<file path="config.mk">
export PLATFORM = sky130hd
export DESIGN_NAME = ddp_dual_pointer
export DESIGN_NICKNAME = d
export VERILOG_FILES = /design/src/design/ddp_pkg.sv /design/src/design/ddp_dual_pointer.sv
export VERILOG_INCLUDE_DIRS = /design/src /design/src/design
export SDC_FILE = /design/constraint.sdc
export NUM_CORES = 1
export LEC_CHECK = 0
export ABC_CLOCK_PERIOD_IN_PS = 6700
export BUFFER_PORTS_ARGS = -buffer_cell sky130_fd_sc_hd__buf_4
export CAP_MARGIN = 20
export CORE_MARGIN = 4
export CORE_UTILIZATION = 55
export DETAILED_ROUTE_END_ITERATION = 8
export PLACE_DENSITY = 0.75
export SYNTH_ARGS = -nofsm -noshare
export SYNTH_HDL_FRONTEND = slang
export SYNTH_SLANG_ARGS = --single-unit
</file>
<file path="constraint.sdc">
create_clock -name clock -period 6.7 [get_ports clock]
set_clock_uncertainty 0.05 [all_clocks]
set_input_delay 1.34 -clock clock [delete_from_list [all_inputs] [get_ports clock]]
set_output_delay 1.34 -clock clock [all_outputs]
set_load 0.005 [all_outputs]
</file>
<file path="src/design/ddp_params.svh">
// offsets, field positions and reset values of the dual data pointer unit
`ifndef DDP_PARAMS_SVH
`define DDP_PARAMS_SVH
`define DDP_CTRL_ADDR 8'h00_A7
`define DDP_LOW_ADDR 8'h00_82
`define DDP_HIGH_ADDR 8'h00_83
`define DDP_PAGE_ADDR 8'h00_84
`define DDP_CTRL_RESET 8'h00_00
`define DDP_PTR_RESET 24'h00_0000
`define DDP_SEL_BIT 0
`define DDP_UNIMPL_BIT 1
`define DDP_MAIN_MODE_LO 2
`define DDP_SHADOW_MODE_LO 4
`define DDP_SWAP_BIT 6
`define DDP_RSVD_BIT 7
`define DDP_CTRL_WMASK 8'h00_FD
`endif

</file>
<file path="src/design/ddp_pkg.sv">
// types shared by the dual data pointer unit
package ddp_pkg;
  // post-move action of a pointer
  typedef enum logic [1:0] {
    DDP_KEEP = 2'b00,
    DDP_INC = 2'b01,
    DDP_DEC = 2'b10,
    DDP_FLIP_LSB = 2'b11
  } ddp_mode_t;

  // special function register access from the core
  typedef struct packed {
    logic wr;
    logic [7:0] addr;
    logic [7:0] wdata;
  } ddp_sfr_req_t;

  // pointer operations issued by the core
  typedef struct packed {
    logic move_done;     // code or external move addressed through the pointer finished
    logic load;          // other pointer op: load whole value
    logic inc;           // other pointer op: increment by one
    logic [23:0] value;
  } ddp_ptr_op_t;

  // pointer control register seen as fields
  typedef struct packed {
    logic reserved;
    logic auto_swap_enable;
    ddp_mode_t shadow_ptr_mode;
    ddp_mode_t main_ptr_mode;
    logic unimpl;
    logic pointer_select;
  } ddp_ctrl_t;
endpackage : ddp_pkg

</file>
<file path="src/design/ddp_dual_pointer.sv">
// dual data pointer unit: two 24-bit pointers and their control register
`timescale 1ns/100ps
`include "ddp_params.svh"

module ddp_dual_pointer (
  input wire logic clock,
  input wire logic srst,
  input wire ddp_pkg::ddp_sfr_req_t sfr_req,
  input wire ddp_pkg::ddp_ptr_op_t ptr_op,
  output logic [7:0] sfr_rdata,
  output logic [23:0] active_pointer,
  output logic pointer_select
);
  import ddp_pkg::*;

  // ************************************************************
  // state
  // ************************************************************
  // control register, bit 1 held at zero by the write mask
  ddp_ctrl_t ctrl_q, ctrl_d;
  // main pointer, page:high:low
  logic [23:0] main_ptr_q, main_ptr_d;
  // shadow pointer, same layout
  logic [23:0] shadow_ptr_q, shadow_ptr_d;
  // registered read data
  logic [7:0] rdata_q, rdata_d;
  // registered copy of the pointer now selected
  logic [23:0] active_q, active_d;
  // registered copy of the select bit
  logic sel_q, sel_d;

  // ************************************************************
  // helper functions
  // ************************************************************
  // byte lane of a pointer address, 3 when the address is no pointer byte
  // shared by write and read decode so both always agree
  function automatic logic [1:0] byte_lane(input logic [7:0] a);
    case (a)
      `DDP_LOW_ADDR: byte_lane = 2'd0;
      `DDP_HIGH_ADDR: byte_lane = 2'd1;
      `DDP_PAGE_ADDR: byte_lane = 2'd2;
      default: byte_lane = 2'd3;
    endcase
  endfunction : byte_lane

  // post-move action on one pointer
  function automatic logic [23:0] apply_mode(input logic [23:0] p, input ddp_mode_t m);
    case (m)
      DDP_INC: apply_mode = p + 24'h00_0001;
      DDP_DEC: apply_mode = p - 24'h00_0001;
      DDP_FLIP_LSB: apply_mode = {p[23:1], ~p[0]};
      default: apply_mode = p;
    endcase
  endfunction : apply_mode

  // byte lane write into a pointer
  function automatic logic [23:0] put_byte(input logic [23:0] p, input logic [1:0] lane,
                                           input logic [7:0] b);
    logic [23:0] r;
    r = p;
    case (lane)
      2'd0: r[7:0] = b;
      2'd1: r[15:8] = b;
      2'd2: r[23:16] = b;
      default: r = p;
    endcase
    put_byte = r;
  endfunction : put_byte

  // ************************************************************
  // pointer and control next-state logic
  // ************************************************************
  // same-cycle order: load or increment, byte write, mode action, swap
  // the pointer that moves is the one selected before this edge, so a
  // control write in the same cycle cannot redirect the action
  // moves through the program counter or a working register never reach
  // this block, the core keeps move_done low for them
  always_comb begin
    logic [23:0] act;
    logic [23:0] nxt;
    logic [1:0] lane;
    logic hit;
    act = 24'h00_0000;
    nxt = 24'h00_0000;
    lane = 2'd3;
    hit = 1'b0;
    ctrl_d = ctrl_q;
    main_ptr_d = main_ptr_q;
    shadow_ptr_d = shadow_ptr_q;
    act = ctrl_q.pointer_select ? shadow_ptr_q : main_ptr_q;
    nxt = act;
    // other ops change active pointer only
    if (ptr_op.load) begin
      nxt = ptr_op.value;
    end else if (ptr_op.inc) begin
      nxt = act + 24'h00_0001;
    end
    // register byte writes into the active pointer
    // writes to unmapped addresses fall through and change nothing
    lane = byte_lane(sfr_req.addr);
    hit = sfr_req.wr && (lane != 2'd3);
    // bit 1 never stored, bit 7 has no use
    if (sfr_req.wr && (sfr_req.addr == `DDP_CTRL_ADDR)) begin
      ctrl_d = ddp_ctrl_t'(sfr_req.wdata & `DDP_CTRL_WMASK);
    end
    // byte write lands after a load or increment of the same cycle
    if (hit) begin
      nxt = put_byte(nxt, lane, sfr_req.wdata);
    end
    // only pointer-addressed moves arrive as move_done
    if (ptr_op.move_done) begin
      nxt = apply_mode(nxt, ctrl_q.pointer_select ? ctrl_q.shadow_ptr_mode
                                                  : ctrl_q.main_ptr_mode);
      if (ctrl_q.auto_swap_enable) begin
        ctrl_d.pointer_select = ~ctrl_d.pointer_select;
      end
    end
    if (ctrl_q.pointer_select) begin
      shadow_ptr_d = nxt;
    end else begin
      main_ptr_d = nxt;
    end
  end

  // ************************************************************
  // output and read data next-state logic
  // ************************************************************
  // outputs follow the next state so they match the stored values
  always_comb begin
    active_d = ctrl_d.pointer_select ? shadow_ptr_d : main_ptr_d;
    sel_d = ctrl_d.pointer_select;
  end

  // read data of the addressed byte, state before any same-cycle write
  // a read in the cycle of a write thus returns the old byte
  always_comb begin
    logic [23:0] cur;
    cur = 24'h00_0000;
    cur = ctrl_q.pointer_select ? shadow_ptr_q : main_ptr_q;
    rdata_d = 8'h00_00;
    if (sfr_req.addr == `DDP_CTRL_ADDR) begin
      rdata_d = ctrl_q;
    end else begin
      // unmapped addresses read as zero
      case (byte_lane(sfr_req.addr))
        2'd0: rdata_d = cur[7:0];
        2'd1: rdata_d = cur[15:8];
        2'd2: rdata_d = cur[23:16];
        default: rdata_d = 8'h00_00;
      endcase
    end
  end

  // ************************************************************
  // registers
  // ************************************************************
  // control register
  always_ff @(posedge clock) begin
    if (srst) begin
      ctrl_q <= ddp_ctrl_t'(`DDP_CTRL_RESET);
    end else begin
      ctrl_q <= ctrl_d;
    end
  end

  // both pointers, the inactive one only reloads its own value
  always_ff @(posedge clock) begin
    if (srst) begin
      main_ptr_q <= `DDP_PTR_RESET;
      shadow_ptr_q <= `DDP_PTR_RESET;
    end else begin
      main_ptr_q <= main_ptr_d;
      shadow_ptr_q <= shadow_ptr_d;
    end
  end

  // output copies, registered so every port leaves a flip-flop
  // costs a few extra registers but keeps port timing clean
  // select copy resets to zero like the control register
  always_ff @(posedge clock) begin
    if (srst) begin
      rdata_q <= 8'h00_00;
      active_q <= `DDP_PTR_RESET;
      sel_q <= 1'b0;
    end else begin
      rdata_q <= rdata_d;
      active_q <= active_d;
      sel_q <= sel_d;
    end
  end

  // ************************************************************
  // ports
  // ************************************************************
  // ports come straight from the output copies
  assign sfr_rdata = rdata_q;
  assign active_pointer = active_q;
  assign pointer_select = sel_q;
endmodule : ddp_dual_pointer

</file>
==> results.yml <==
cells_and_area:
  fin_area_mm2: 0.007659
  area_growth_pct: 13.60
  antennaDiodeCount: 0
  drive_above_1_share_pct: 14.45
  fillers: 1088
  final_util_pct: 63.76
  multi_input_area_mm2: 0.004711
  seq_area_mm2: 0.001745
  layout.nets: 1007
worst_setup_path:
  cp-start-kind: "input pin"
  cp.required_ns: 6.89
  critPathMaxFanout: 14
  critPathKind: "in -> reg"
  worstPathArrival_ns: 5.85
  reg2reg_slack_ns: 1.20
  worstPathCellList: "buf_4 -> nor4b_4 -> nand4_1 -> nor2_1 -> a21oi_1 -> fa_1 -> a21o_1 -> a21oi_2 -> o21ai_0 -> a311o_1 -> a2111o_1 -> and3_1 -> o31ai_2 -> nor2_1 -> o32ai_1"
  cpMostUsedCell: "nor2_1"
  crit_slowest_cell: "nand4_1"
  end_kind: "flop"
  cp_slowest_stage_delay_ns: 0.60
timing:
  worst_slew_pin_slew_ns: 0.8078
  hold_viol_final: 0
  slew_headroom_pct: 45.98
  finalCritPeriodShare_pct: 84.47
  drv_slew: 0
  finalSetupViolations: 0
  rsz0062_at_grt: "false"
  max_freq_mhz: 176.7
  timing.setup.tns_ns: 0
  fin_crit_ns: 5.660
synthesis:
  yosys-top-cells-area: "dfxtp_1, nor2_1, a21oi_1"
  syn_area_mm2: 0.006741
  netlist_instances: 889
  async_flop_share_pct: 0
  yosysUniqueCellTypes: 88
  synth_edf_count: 0
  ys_seq_area_share_pct: 25.84
  syn-num-nets: 967
  syn_avg_cell_area_um2: 7.583
  synth-seq-cells: 87
  synthFlopType: "dfxtp_1"
  ys_warn_count: 0
  yosysTopAreaCellShare_pct: 25.84
  synth_area_leader_cell: "dfxtp_1"
clocking:
  clk_path_buf_depth: 2
  path_clk_slew_ns: 0.06
  ctsRootBufferMaster: "clkbuf_16"
  cts_tree: "done"
  numCtsBuffers: 9
  postCtsSetupBuffers: 0
  holdBufCountCts: 0
  htree_levels: 3
  insertion_delay_ns: 0.34
  cts_sinks: 87
  cts_resized: 0
routing:
  drt_iter0_markers: 750
  routedWlPerCell_um: 20.69
  viasPerCell: 6.488
  firstDrtPassIters: 5
  num_vias: 7014
  ant_nets: 0
  drc: 0
  wirelength_mm: 22.36
placed_design:
  hpwl_mm: 16.98
  dpl_cell_area_mm2: 0.007350
  port_buffers: 78
  gp_congestion: 0.9553
grt:
  grt_use_total_pct: 30.92
  antenna_found_initial: 0
  grt_pass1_wl_mm: 34.98
  grt_pass1_vias: 6550
  grt_max_degree: 74
  overflow: 0
floorplanning:
  io_pins: 79
  fp.coreArea_mm2: 0.01201
  start_util_pct: 56.13
  fp.dieH_um: 118.7
  fp-row-count: 40
  fp.dieArea_mm2: 0.01409
  die_x_um: 118.7
power:
  p_per_area_mw_per_mm2: 167.8
  leakage_uw: 0.003240
  ir_drop_mv: 0.2062
outcome:
  status: "finished clean"
hold_path:
  worstHoldPathType: "reg -> reg"
job:
  max-cap-violations: 0
-- synth_stat cells, types with 12 or more instances --
| master | count |
|---|---|
| clkbuf_1 | 42 |
| o21ai_0 | 49 |
| xnor2_1 | 20 |
| nand2_1 | 75 |
| dfxtp_1 | 87 |
| a211oi_1 | 36 |
| and3_1 | 14 |
| inv_1 | 17 |
| a21oi_1 | 83 |
| ha_1 | 31 |
| nor3_1 | 14 |
| nor2_1 | 131 |
| mux2i_1 | 31 |
| nand4_1 | 12 |
| nand3_1 | 22 |
-- per-stage QoR --
| stage | power [uW] | cells | hold slack (ns) | setup slack [ns] |
|---|---|---|---|---|
| after detailed placement | 783.0 | 1065 | 0.4228 | 0.7502 |
| after global routing | 1338 | 1081 | 0.4610 | 0.6008 |
| after floorplan | 694.0 | 889 | 0.3748 | 1.324 |
| after global placement | 778.4 | 1065 | 0.4028 | 0.8191 |
| final | 1285 | 1081 | 0.4382 | 1.040 |
| after CTS | 1287 | 1081 | 0.4373 | 1.097 |
-- worst max-delay path: cells and delay by family --
family	cells	cell delay [ns]
compound gates	8	2.27
simple gates	5	1.62
fa+ha+maj	1	0.48
buf+inv	1	0.12
-- cells in the final DEF (no fill, tap or decap), types with 17 or more instances in the layout --
| master | netlist | routed |
|---|---|---|
| nor2_1 | 131 | 131 |
| dfxtp_1 | 87 | 86 |
| buf_4 | 2 | 85 |
| a21oi_1 | 83 | 83 |
| nand2_1 | 75 | 75 |
| o21ai_0 | 49 | 49 |
| a211oi_1 | 36 | 36 |
| mux2i_1 | 31 | 31 |
| ha_1 | 31 | 31 |
| nand3_1 | 22 | 22 |
| xnor2_1 | 20 | 19 |
| inv_1 | 17 | 17 |
-- area by class of cell --
class / instances / area share (%)
Multi-Input combinational cell: 727 / 61.51
Sequential cell: 87 / 22.79
Timing Repair Buffer: 85 / 8.332
Clock buffer: 11 / 3.447
Tap cell: 147 / 2.402
Inverter: 19 / 0.9312
Clock inverter: 5 / 0.5881
-- state kept, by name, indices dropped and copies added (netlist names) --
register and cells:
ctrl_q 6, main_ptr_q 24, sfr_rdata 8, active_pointer 24
pointer_select 1, shadow_ptr_q 24
-- path summary, 6_finish.rpt --
check,start,endpoint,cells after the start
worst max register to register,pointer_select,active_pointer[23],18
worst max-delay path,sfr_req[11],active_pointer[22],15
worst min register to register,main_ptr_q[22],main_ptr_q[22],2
worst min-delay path,main_ptr_q[22],main_ptr_q[22],2
-- report_power, final --
| part | leakage [uW] | internal, uW | switching [uW] |
|---|---|---|---|
| sequential | 0.000711 | 535 | 12.7 |
| clock | 0.000150 | 290 | 220 |
| combinational | 0.00238 | 94.3 | 133 |
-- per-layer routing --
layer  track usage [%]  vias up  part of all wire (%)
met3             5.742       54                   7.6
met4             14.05        0                   4.6
li1                  -     3371                     -
met2             51.44      313                    47
met1             38.77     3276                    40
met5                 0        -                     0
-- kinds of logic after synthesis --
kind of cell | count (synthesis) | share of synthesized area [%]
adder cells (fa/ha/maj) | 32 | 6.050
buffers and inverters | 75 | 4.510
AND/OR/NAND/NOR | 326 | 23.87
AO/OA/AOI/OAI | 297 | 29.21
XOR/XNOR | 30 | 4.009
multiplexers | 42 | 6.515
flip-flops | 87 | 25.84
Power figures use the tool's default switching activity.
